==> config.mk <==
export PLATFORM = sky130hd
export DESIGN_NAME = ptp_stamp_port
export DESIGN_NICKNAME = d
export VERILOG_FILES = /design/src/logic/ptp_stamp_pkg.sv /design/src/logic/ptp_stamp_port.sv
export VERILOG_INCLUDE_DIRS = /design/src /design/src/logic
export SDC_FILE = /design/constraint.sdc
export NUM_CORES = 2
export LEC_CHECK = 0
export ABC_AREA = 1
export BUFFER_PORTS_ARGS = -buffer_cell sky130_fd_sc_hd__buf_2
export CAP_MARGIN = 10
export CORE_MARGIN = 4
export CORE_UTILIZATION = 23
export DETAILED_ROUTE_END_ITERATION = 8
export SYNTH_ARGS = -nofsm -noshare
export SYNTH_HDL_FRONTEND = slang
export SYNTH_SLANG_ARGS = --single-unit
==> constraint.sdc <==
create_clock -name core_clk -period 24.3 [get_ports core_clk]
set_input_delay 2.43 -clock core_clk [delete_from_list [all_inputs] [get_ports core_clk]]
set_output_delay 2.43 -clock core_clk [all_outputs]
set_load 0.01 [all_outputs]
==> src/logic/ptp_stamp_defines.svh <==
// Constants of the precision-time stamping port: offsets, fields, resets, figures
`ifndef PTP_STAMP_DEFINES_SVH
`define PTP_STAMP_DEFINES_SVH

// Register byte offsets on the AHB-Lite bus
`define REG_CTRL_OFS 12'h000
`define REG_STATUS_OFS 12'h004
`define REG_INTERVAL_OFS 12'h008

// Control register fields
`define CTRL_STAMP_EN_BIT 0
`define CTRL_SINGLE_STEP_BIT 1
`define CTRL_TRANSP_BIT 2
`define CTRL_TX_PATH_RST_BIT 3
`define CTRL_LAT_LSB 8
`define CTRL_LAT_MSB 18
`define CTRL_RESET 32'h0000_0000

// Status register fields
`define STATUS_WR_ERR_BIT 0
`define STATUS_RD_ERR_BIT 1
`define STATUS_LEVEL_LSB 8
`define STATUS_LEVEL_MSB 13

// Clock period in 2^-48 ns units for the 25G line rate
`define CLOCK_INTERVAL_25G 64'h0002_8f5c_28f5_c28f

// Timer layout figures
`define NS_PER_SECOND 32'h3b9a_ca00
`define LAT_FRAC_SHIFT 13

// Tag FIFO geometry
`define TAG_FIFO_DEPTH 32
`define TAG_FIFO_AW 5

`endif

==> src/logic/ptp_stamp_pkg.sv <==
// Types shared by the precision-time stamping port
package ptp_stamp_pkg;

    // Per-frame stamping operation
    typedef enum logic [1:0] {
        OP_NONE   = 2'b00,
        OP_SINGLE = 2'b01,
        OP_DOUBLE = 2'b10,
        OP_RSVD   = 2'b11
    } stamp_op_e;

    // One frame request held in the tag FIFO
    typedef struct packed {
        logic [1:0] opcode;
        logic [15:0] tag;
    } frame_req_s;

    // Returned transmit result
    typedef struct packed {
        logic [79:0] stamp;
        logic [15:0] tag;
    } tx_result_s;

endpackage : ptp_stamp_pkg

==> src/logic/ptp_stamp_port.sv <==
// Precision-time stamping port: tag FIFO, transmit and receive capture, AHB-Lite registers
// Operation
// - Single-step only while single-step enable set
// - Single-step stamp shifted by 11-bit latency adjust
// - Transparent mode adds positive correction to stamp
// - Sticky tag FIFO write/read errors until reset
// - Output 25G clock interval while stamping enabled
// - Decode opcode; reserved code acts as none
// - Single-step inserts stamp; two-step returns it
// - Ignore tag for none; echo it otherwise
// - Valid flags stamp and matching tag presented
// - Capture stamp at first beat, timer format
// - Receive stamp from first-beat cycle
// - Receive valid only in MAC plus PCS build
//
// Our own choices: the register offsets and register access over AHB-Lite.
`timescale 1ns/1ps
`default_nettype none
`include "ptp_stamp_defines.svh"

////////////////////////////////////////////////////////////////////////////////
// Synchronous FIFO with valid/ready on both sides
// Flush empties the queue at one edge; a push in that same cycle is dropped
// Depth must be a power of two so that the pointers wrap by themselves
// Head word is read straight from the array, so it is visible while out_valid stands
module ptp_tag_fifo
    import ptp_stamp_pkg::*;
#(
    parameter int WIDTH = 18,
    parameter int DEPTH = 32,
    parameter int AW = 5
)
(
    input wire logic core_clk,
    input wire logic rst,
    input wire logic flush,
    input wire logic in_valid,
    output logic in_ready,
    input wire logic [WIDTH-1:0] in_data,
    output logic out_valid,
    input wire logic out_ready,
    output logic [WIDTH-1:0] out_data,
    output logic [AW:0] level
);
    // Storage and bookkeeping
    logic [WIDTH-1:0] mem [DEPTH];  // Storage array
    logic [AW-1:0] wr_ptr;  // Write index
    logic [AW-1:0] rd_ptr;  // Read index
    logic [AW:0] count;  // Words held
    logic [AW:0] next_count;  // Words held after this edge
    wire push = in_valid && in_ready;
    wire pop = out_valid && out_ready;

    // Ready and valid are registered so the top sees flop outputs
    assign next_count = flush ? '0 : count + (AW+1)'(push) - (AW+1)'(pop);
    assign out_data = mem[rd_ptr];
    assign level = count;

    // Storage write, no reset needed on data
    always_ff @(posedge core_clk)
    begin
        if (push)
            mem[wr_ptr] <= in_data;
    end

    // Pointer and flag update
    // Full and empty are decided from the count after this edge
    always_ff @(posedge core_clk or posedge rst)
    begin
        if (rst)
        begin
            // Empty queue, ready to accept
            wr_ptr <= '0;
            rd_ptr <= '0;
            count <= '0;
            in_ready <= 1'b1;
            out_valid <= 1'b0;
        end
        else
        begin
            // Flush wins over any push or pop
            wr_ptr <= flush ? '0 : wr_ptr + AW'(push);
            rd_ptr <= flush ? '0 : rd_ptr + AW'(pop);
            count <= next_count;
            in_ready <= next_count != (AW+1)'(DEPTH);
            out_valid <= next_count != '0;
        end
    end
endmodule : ptp_tag_fifo

////////////////////////////////////////////////////////////////////////////////
// Top: stamping logic and register slave
module ptp_stamp_port
    import ptp_stamp_pkg::*;
#(
    parameter bit RX_VALID_BUILD = 1'b1  // MAC plus PCS build in 32 or 64-bit width
)
(
    input wire logic core_clk,
    input wire logic rst,
    // AHB-Lite slave
    input wire logic hsel,
    input wire logic [11:0] haddr,
    input wire logic [1:0] htrans,
    input wire logic hwrite,
    input wire logic [2:0] hsize,
    input wire logic [31:0] hwdata,
    input wire logic hready,
    output logic [31:0] hrdata,
    output logic hreadyout,
    output logic hresp,
    // Timers
    input wire logic [79:0] tx_timer,
    input wire logic [79:0] rx_timer,
    input wire logic [63:0] tx_correction,
    // Per-frame request
    input wire logic req_valid,
    output logic req_ready,
    input wire frame_req_s req,
    // Frame starts at the capture plane
    input wire logic tx_packet_first_beat,
    input wire logic [1:0] rx_packet_first_beat,
    // Results
    output logic tx_stamp_valid,
    output logic [79:0] tx_stamp,
    output logic [15:0] tx_stamp_tag,
    output logic insert_valid,
    output logic [79:0] insert_stamp,
    output logic rx_stamp_valid,
    output logic [79:0] rx_stamp,
    output logic tx_fifo_write_error,
    output logic tx_fifo_read_error,
    output logic [63:0] tx_clock_interval,
    output logic [63:0] rx_clock_interval
);
    // Register state
    logic [31:0] ctrl;  // Control register
    logic ph_write;  // Pending write data phase
    logic [11:0] ph_addr;  // Latched address
    logic tx_path_rst;  // One-cycle tx path reset pulse

    ////////////////////////////////////////////////////////////////////////////
    // Register decode
    // An address phase is taken only while the bus is ready and the transfer is NONSEQ or SEQ
    // Size is not decoded: every register is one aligned word
    wire addr_take = hsel && hready && htrans[1];
    wire rd_take = addr_take && !hwrite;
    wire wr_take = addr_take && hwrite;
    wire stamp_en = ctrl[`CTRL_STAMP_EN_BIT];
    wire single_step_on = ctrl[`CTRL_SINGLE_STEP_BIT];
    wire transp_mode = ctrl[`CTRL_TRANSP_BIT];
    wire [10:0] latency_adj = ctrl[`CTRL_LAT_MSB:`CTRL_LAT_LSB];
    wire [5:0] fifo_level;
    // Status packs both sticky errors and the queue level
    wire [31:0] status_word = {18'h0, fifo_level, 6'h0, tx_fifo_read_error, tx_fifo_write_error};
    // Full-address compare; no aliasing of the three registers
    wire hit_ctrl = haddr == `REG_CTRL_OFS;
    wire hit_status = haddr == `REG_STATUS_OFS;
    wire hit_interval = haddr == `REG_INTERVAL_OFS;
    // Unmapped addresses read zero, writes dropped
    wire [31:0] read_word = hit_ctrl ? ctrl : hit_status ? status_word :
                            hit_interval ? tx_clock_interval[31:0] : 32'h0;

    // The slave never stretches a transfer, so hreadyout stays high after reset
    // Read data is zero outside a read data phase to keep the bus quiet
    // Address phase latch and registered read data, zero wait states
    always_ff @(posedge core_clk or posedge rst)
    begin
        if (rst)
        begin
            ph_write <= 1'b0;
            ph_addr <= 12'h000;
            hrdata <= 32'h0;
            hreadyout <= 1'b1;
            hresp <= 1'b0;
        end
        else
        begin
            ph_write <= wr_take;
            ph_addr <= haddr;
            hrdata <= rd_take ? read_word : 32'h0;
            hreadyout <= 1'b1;
            hresp <= 1'b0;
        end
    end

    // Control write; tx path reset bit self-clears
    // Writes land at the end of the data phase, when hwdata is valid
    // The path reset bit is never stored; it only fires one pulse
    always_ff @(posedge core_clk or posedge rst)
    begin
        if (rst)
        begin
            ctrl <= `CTRL_RESET;
            tx_path_rst <= 1'b0;
        end
        else
        begin
            tx_path_rst <= ph_write && ph_addr == `REG_CTRL_OFS && hwdata[`CTRL_TX_PATH_RST_BIT];
            if (ph_write && ph_addr == `REG_CTRL_OFS)
                ctrl <= hwdata & ~(32'h1 << `CTRL_TX_PATH_RST_BIT);
        end
    end

    ////////////////////////////////////////////////////////////////////////////
    // Tag FIFO: one request per frame, drained at each frame start
    // A first beat pops the head whether or not the opcode asks for a stamp
    // Requests must therefore be queued in the same order as the frames
    frame_req_s head;  // Oldest pending request
    wire head_valid;
    wire req_ready_w;

    ptp_tag_fifo #(.WIDTH(18), .DEPTH(`TAG_FIFO_DEPTH), .AW(`TAG_FIFO_AW)) u_tag_fifo (
        .core_clk(core_clk),
        .rst(rst),
        .flush(tx_path_rst),
        .in_valid(req_valid),
        .in_ready(req_ready_w),
        .in_data(req),
        .out_valid(head_valid),
        .out_ready(tx_packet_first_beat),
        .out_data(head),
        .level(fifo_level)
    );
    // Ready comes straight from the queue's own flop
    assign req_ready = req_ready_w;

    ////////////////////////////////////////////////////////////////////////////
    // Stamp arithmetic
    // All of the arithmetic below settles within the first-beat cycle
    // Trade-off: no pipeline stage, so the timer path to the result flops is long
    // Sign bit of the correction is taken as zero, so only 63 bits are added
    wire [63:0] corrected = tx_timer[63:0] + {1'b0, tx_correction[62:0]};
    wire [79:0] base_stamp = transp_mode ? {tx_timer[79:64], corrected} : tx_timer;
    // Normal format: whole ns into ns field with seconds carry; fraction has no home
    wire [32:0] ns_sum = {1'b0, base_stamp[31:0]} + {25'h0, latency_adj[10:3]};
    wire ns_wrap = ns_sum >= {1'b0, `NS_PER_SECOND};
    wire [31:0] ns_adj = ns_wrap ? 32'(ns_sum - {1'b0, `NS_PER_SECOND}) : ns_sum[31:0];
    // Seconds field rolls on when nanoseconds pass one second
    wire [47:0] sec_adj = base_stamp[79:32] + 48'(ns_wrap);
    // Transparent format: fraction aligned under the 16-bit fractional field
    wire [63:0] tc_adj = base_stamp[63:0] + (64'(latency_adj) << `LAT_FRAC_SHIFT);
    wire [79:0] single_stamp = transp_mode ? {base_stamp[79:64], tc_adj} : {sec_adj, ns_adj};

    // Opcode decode; reserved code and disabled single-step fall to none
    // Single-step frames while single-step is off get no stamp at all
    // A stamp is only taken when a request is waiting
    wire take = tx_packet_first_beat && head_valid;
    wire is_single = head.opcode == OP_SINGLE && single_step_on;
    wire is_double = head.opcode == OP_DOUBLE;

    ////////////////////////////////////////////////////////////////////////////
    // Transmit result: one pulse per stamped frame
    // Stamp and tag hold their last value until the next result replaces them
    // Frames without a stamp leave the previous result untouched
    always_ff @(posedge core_clk or posedge rst)
    begin
        if (rst)
        begin
            // Nothing valid out of reset
            tx_stamp_valid <= 1'b0;
            insert_valid <= 1'b0;
            tx_stamp <= 80'h0;
            tx_stamp_tag <= 16'h0;
            insert_stamp <= 80'h0;
        end
        else
        begin
            tx_stamp_valid <= take && (is_single || is_double);
            insert_valid <= take && is_single;
            if (take && (is_single || is_double))
            begin
                tx_stamp <= is_single ? single_stamp : base_stamp;
                tx_stamp_tag <= head.tag;
            end
            if (take && is_single)
                insert_stamp <= single_stamp;
        end
    end

    // Sticky FIFO errors; cleared only by reset or tx path reset
    // A set in the same cycle as a clear wins, so no error is lost
    always_ff @(posedge core_clk or posedge rst)
    begin
        if (rst)
        begin
            tx_fifo_write_error <= 1'b0;
            tx_fifo_read_error <= 1'b0;
        end
        else
        begin
            // Push against a full FIFO, or a frame start with no request
            tx_fifo_write_error <= (tx_fifo_write_error && !tx_path_rst) || (req_valid && !req_ready_w);
            tx_fifo_read_error <= (tx_fifo_read_error && !tx_path_rst) || (tx_packet_first_beat && !head_valid);
        end
    end

    ////////////////////////////////////////////////////////////////////////////
    // Receive capture on any segment's first beat, same cycle's timer
    // Both segments share one timer sample; two starts in one cycle give one stamp
    // Valid is left low in builds without the receive indication
    always_ff @(posedge core_clk or posedge rst)
    begin
        if (rst)
        begin
            // No stamp out of reset
            rx_stamp_valid <= 1'b0;
            rx_stamp <= 80'h0;
        end
        else
        begin
            rx_stamp_valid <= RX_VALID_BUILD && (|rx_packet_first_beat);
            if (|rx_packet_first_beat)
                rx_stamp <= rx_timer;
        end
    end

    // Clock intervals shown only while stamping is enabled
    // Only the 25G figure is supported; other line rates need another constant
    always_ff @(posedge core_clk or posedge rst)
    begin
        if (rst)
        begin
            // Intervals read zero while stamping is off
            tx_clock_interval <= 64'h0;
            rx_clock_interval <= 64'h0;
        end
        else
        begin
            tx_clock_interval <= stamp_en ? `CLOCK_INTERVAL_25G : 64'h0;
            rx_clock_interval <= stamp_en ? `CLOCK_INTERVAL_25G : 64'h0;
        end
    end

    // Unused bus inputs accepted for protocol completeness
    wire unused_ok = &{1'b0, hsize};
endmodule : ptp_stamp_port

`default_nettype wire

# Yosys cells after proc, flatten, opt, wreduce, memory -nomap -nowiden
# Memory sizes are Yosys's and may differ from the RTL's.
# Cells that the tools add are included.
[word_totals]
register_bits = 406
latchBits = 0
mem_bits_rw = 576
mem_bits_ro = 0
word_cells = 76
mem_count = 1
[mem_list]
columns = ["name", "words", "word_bits", "rd", "rd_ports_with_merged_regs", "write_ports", "line", "source"]
rows = [
  ["u_tag_fifo.mem", 32, 18, 1, 0, 1, "ptp_stamp_port.sv:46", "logic [WIDTH-1:0] mem [DEPTH];"],
]
[op_classes]
n_addsub = 9
multipliers = 0
div = 0
magnitude_cmp = 1
eq_ne = 5
shift = 0
n_mux = 14
bitwise_logic = 0
reduce_logical = 26
[op_table]
columns = ["cell", "n"]
rows = [
  ["$mux W32", 5],
  ["$mux W80", 2],
  ["$add A64 B24 Y64", 1],
  ["$add A64 B63 Y64", 1],
  ["$mux W64", 1],
  ["$mux W50", 1],
  ["$add A48 B1 Y48", 1],
  ["$add A32 B8 Y33", 1],
  ["$ge A33 B30 Y1 const B", 1],
  ["$sub A32 B30 Y32 const B", 1],
  ["$logic_not A12 Y1", 2],
  ["$logic_and A1 B1 Y1", 15],
  ["$eq A12 B3 Y1 const B", 1],
  ["$eq A12 B4 Y1 const B", 1],
  ["$add A5 B1 Y5", 2],
  ["$mux W5", 2],
  ["$add A6 B1 Y6", 1],
  ["$mux W6", 1],
  ["$ne A6 B6 Y1 const B", 1],
  ["$reduce_bool A6 Y1", 1],
  ["$sub A6 B1 Y6", 1],
  ["$logic_not A1 Y1", 4],
  ["$logic_or A1 B1 Y1", 3],
  ["$eq A2 B1 Y1 const B", 1],
  ["other kinds (3)", 4],
]

# Depth between registers and ports, before layout
[depth]
depth_word = 7
ltp_mapped = 50
ltp_nobuf = 49

# By module
# From an unflattened synthesis, not the netlist that was laid out.
[hier_totals]
cells_unflattened = 5854
area_unflattened_um2 = 49092.1
[by_module_without_submodules]
columns = ["mod", "instances", "cells_per_inst", "area_each_um2"]
rows = [
  ["ptp_stamp_port", 1, 3745, 24706.2],
  ["ptp_tag_fifo", 1, 2109, 24385.9],
]

# Worst setup path after synthesis
# No wires, ideal clock.
[synth_path]
kind = "input-to-reg"
startpoint = "in tx_timer[6]"
endpoint = "reg tx_stamp[50]"
setup_ps = 116
arrival_ps = 7333
setup_slack_ps = 16850
cell_stages = 46
cell_sequence = "ha_1 > nand2_1 > inv_1 > a21oi_1 > nand2_2 > xnor2_1 > nand2_1 > o21ai_0 > inv_1 > ha_1 > nand2_1 > inv_1 > nand3_1 > inv_1 > a21o_1 > nand4_2 > inv_1 > nand2_1 > [... 10 more ...] > nand2_2 > nand2_4 > nand2_4 > nor2_4 > inv_2 > nand2_4 > buf_6 > ha_1 > ha_1 > nand2_1 > nor2_1 > nand3_1 > a21oi_1 > nand2_1 > xor2_1 > nand2_1 > nand2_1 > nand2_1"
[synth_via]
elab_chain_cells = 7
word_cells_on_any_way = 8
[synth_rtl]
columns = ["element", "line", "source"]
rows = [
  ["from (decl)", "ptp_stamp_port.sv:113", "input wire logic [79:0] tx_timer,"],
  ["$add A64 B63 Y64", "ptp_stamp_port.sv:233", "wire [63:0] corrected = tx_timer[63:0] + {1'b0, tx_correction[62:0]};"],
  ["$mux W64 (*)", "ptp_stamp_port.sv:234", "wire [79:0] base_stamp = transp_mode ? {tx_timer[79:64], corrected} : tx_timer;"],
  ["$add A32 B8 Y33", "ptp_stamp_port.sv:236", "wire [32:0] ns_sum = {1'b0, base_stamp[31:0]} + {25'h0, latency_adj[10:3]};"],
  ["$ge A33 B30 Y1", "ptp_stamp_port.sv:237", "wire ns_wrap = ns_sum >= {1'b0, `NS_PER_SECOND};"],
  ["$add A48 B1 Y48", "ptp_stamp_port.sv:240", "wire [47:0] sec_adj = base_stamp[79:32] + 48'(ns_wrap);"],
  ["$mux W80", "ptp_stamp_port.sv:243", "wire [79:0] single_stamp = transp_mode ? {base_stamp[79:64], tc_adj} : {sec_adj, ns_adj};"],
  ["$mux W80 (*)", "ptp_stamp_port.sv:273", "tx_stamp <= is_single ? single_stamp : base_stamp;"],
  ["to (signal assigned)", "ptp_stamp_port.sv:273", ""],
  ["to (decl)", "ptp_stamp_port.sv:125", "output logic [79:0] tx_stamp,"],
]
# Mark *: on every way between the ends. The rest lies on a longest branch, timed or not.
# A chain may end at the register's enable or synchronous reset.

# Worst setup path in the final report
[layout_path]
startpoint = "in tx_correction[0]"
endpoint = "reg tx_stamp[50]"
[layout_via]
elab_chain_cells = 7
word_cells_on_any_way = 8
[layout_rtl]
columns = ["element", "line", "source"]
rows = [
  ["from (decl)", "ptp_stamp_port.sv:115", "input wire logic [63:0] tx_correction,"],
  ["$add A64 B63 Y64 (*)", "ptp_stamp_port.sv:233", ""],
  ["$mux W64 (*)", "ptp_stamp_port.sv:234", ""],
  ["$add A32 B8 Y33", "ptp_stamp_port.sv:236", ""],
  ["$ge A33 B30 Y1", "ptp_stamp_port.sv:237", ""],
  ["$add A48 B1 Y48", "ptp_stamp_port.sv:240", ""],
  ["$mux W80", "ptp_stamp_port.sv:243", ""],
  ["$mux W80 (*)", "ptp_stamp_port.sv:273", ""],
]
# Marked as above.

==> impl_results.md <==
* HPWL Detailed at 139000 µm
* Max-cap violations at 0
* Fmax at 119 MHz
* Warnings from Yosys at 0
* Clock Latency Late Sink at 770 ps
* Outcome: finished, final reports clean
* Worst VDD drop at 0.000107 V
* P_int at 3.44 mW
* Leakage at 24.6 nW
* RSZ-0062 raised after global routing: no
* NumNets Final at 6417
* CTS HTree Levels at 3
* Antenna violations before repair at 27
* Period utilization at 34.7%
* Post-route ant nets at 0
* GRT Total Usage at 16.2%
* Setup tns final at 0 ps
* Fin Hold WS at 426 ps
* Routed len/inst at 20.8 µm
* Clk_skew at 79.8 ps
* Critical Path RT at 24900 ps
* Crit-path max FO at 24
* Total power per unit cell area at 101 nW/µm²
* Seq cells post-synth at 933
* Avg Synthesized Cell Area at 8.83 µm²
* Most used cell, CP: nand2_1
* Starting DRT DRC Count at 3402
* Cell count after synthesis at 5488
* Postcts setup bufs at 0
* Root Buffer: clkbuf_16
* Clock-pin slew of the registers on the worst-case setup and hold paths at 60 ps
* Slowest cell on crit path: fa_1
* Sequential Power Share at 35.6%
* Number of global-route vias before repair at 38900
* Final GP Congestion at 0.937
* Hold Fails Final Rpt at 0
* Drt first pass iters at 6
* Yosys cell types at 58
* Fraction of layout cells with a size suffix above 1 at 18.5%
* Crit path largest cell delay at 400 ps
* Clock power frac at 26.7%
* Slew Limit Fails at 0
* Initial Util at 23.1%
* Worst setup margin at 15870 ps
* Post-CTS Resized at 0
* Clock Sinks at 933
* Critical Path End Type: flop
* Part of the Yosys area used for sequential elements at 54.1%
* Die W at 467 µm
* Worst-margin pin slew at 1280 ps
* Total number of vias at 40800
* PortBufs at 640
* Cts hold-fix bufs at 0
* Tightest Hold Check Type: flop to flop
* First-pass GRT wire length at 264000 µm
* Worst Path Arrival at 9030 ps
* Synth Cell Area at 48400 µm²
* Net Sw Frac at 41.1%
* Post-route insts no fill at 8908
* Dpl ws at 15240 ps
* Largest net degree at the start of global routing at 206
* Deepest clock path buffer count at 3
* Die area at 218000 µm²
* Num rows at 168
* Final Routed Wirelength at 185000 µm
* Via density at 4.58
* Residual DRC count at 0
* Core region area at 210000 µm²
* Slew headroom at 13.6%
* Dpl cells at 8720
* Final Setup Violations at 0
* Cts bufs inserted at 101
* Post-layout min period at 8430 ps
* I/O pin total at 724
* WS Path Type: input port to flop
* Worst setup SP type: input port
* Synthesis-to-finish area growth at 19.0%
* P_sw at 2.41 mW
* Share of total power in combinational logic at 37.7%
* TritonCTS clock tree: yes
* Height of the die at 467 µm
* Grt ovf at 0
* Overall power at 5.85 mW
-- metal layers --
metal	vias to the layer above	global-route usage [%]	wire length [µm]
met5	-	0	21
met4	4	5.86	7420
met3	276	2.49	11300
met2	1435	28.6	91700
met1	19700	20.1	75000
li1	19400	-	-
-- through the flow --
stage	utilization, %	area, µm²
global route	27.5	57600
floorplan	-	48700
global placement	25.9	54300
CTS	27.5	57600
finish	27.5	57600
detailed placement	25.9	54300
-- power groups by stage --
| stage | registers (mW) | clock network, mW | logic, mW |
|---|---|---|---|
| floorplan | 2.12 | 0 | 1.28 |
| global placement | 2.11 | 0 | 2.20 |
| detailed placement | 2.11 | 0 | 2.23 |
| CTS | 2.08 | 1.61 | 2.24 |
| global route | 2.11 | 1.67 | 2.44 |
| finish | 2.08 | 1.56 | 2.20 |
-- cells in the mapped netlist (all sizes together) --
cell type  number  area (µm²)
o2111ai         1        8.76
o22a            1        8.76
clkinv          6        23.8
nand3         371        1930
nand2        1468        5690
fa              4        80.1
inv           427        1600
a21boi          2        15.0
clkbuf        197         739
nand3b          5        37.5
a31oi          56         350
and2            6        37.5
o21a            5        37.5
nor4           15        93.8
ha             95        1190
buf           166        1150
or2            35         219
and3            2        12.5
o21ai         497        2490
mux2           31         349
a32o            1        10.0
xnor2           9        78.8
edfxtp        576       17300
a211oi          2        15.0
o32ai           1        16.3
nand4          56         357
xor2           60         526
a221oi          2        17.5
o22ai          15        93.8
a2111oi         1        8.76
dfrtp         356        8910
a21o            1        7.51
o211ai         26         195
o221ai        130        1140
a21oi         136         699
or4             1        7.51
conb            2        7.51
dfstp           1        26.3
nor3           28         140
nor2          687        2770
o21bai          7        60.1
-- kinds of logic after synthesis --
family          synth area share [%]
fa+ha+maj                       2.62
flops                           54.1
other cells                   0.0155
simple gates                    23.3
mux                            0.721
buf+inv                         7.26
xor+xnor                        1.25
compound gates                  10.7
-- flip-flops by register name, summed over array words and instances, names as in the netlist, 5 cells and up --
name and cells:
ph_addr 12, hrdata 32, rx_stamp 80, u_tag_fifo.level 6, u_tag_fifo.mem 576, tx_stamp_tag 16, insert_stamp 80, tx_stamp 80
u_tag_fifo.rd_ptr 5, ctrl 31, u_tag_fifo.wr_ptr 5
-- worst max-delay path, delay by kind of cell --
family,cells,cell delay [ps]
buf+inv,11,960
simple gates,25,2900
xor+xnor,2,400
compound gates,3,660
fa+ha+maj,6,1640
-- worst paths after layout --
check                                     startpoint            endpoint  slack [ps]  cells past startpoint
min in group asynchronous                        rst           hrdata[4]        1850                      2
worst min-delay path            u_tag_fifo.out_valid  tx_fifo_read_error         430                      1
worst max-delay path                tx_correction[0]        tx_stamp[50]       15870                     47
max in group asynchronous                        rst        tx_stamp[61]       19870                      5
worst min register to register  u_tag_fifo.out_valid  tx_fifo_read_error         430                      1
worst max register to register               ctrl[2]        tx_stamp[50]       17490                     37
-- layout make-up --
class	count	area [µm²]
fill	22400	152000
sequential	933	26200
multi-input combinational	3835	19100
timing repair buffer	714	3770
tap	2805	3510
clock buffer	125	2730
inverter	433	1650
clock inverter	53	632
antenna	10	25.0
-- cell usage in the layout, fill, tap and decap left out, types with 78 or more instances in the layout --
cell type	netlist	routed
buf_2	12	640
clkbuf_16	0	102
o21ai_0	463	461
edfxtp_1	576	576
conb_1	2	78
nand2_1	1414	1412
o221ai_1	130	130
dfrtp_1	356	351
inv_1	398	391
ha_1	95	95
nor2_1	646	612
nand3_1	357	357
a21oi_1	131	131
No activity file was read; power rests on OpenSTA's default activity.
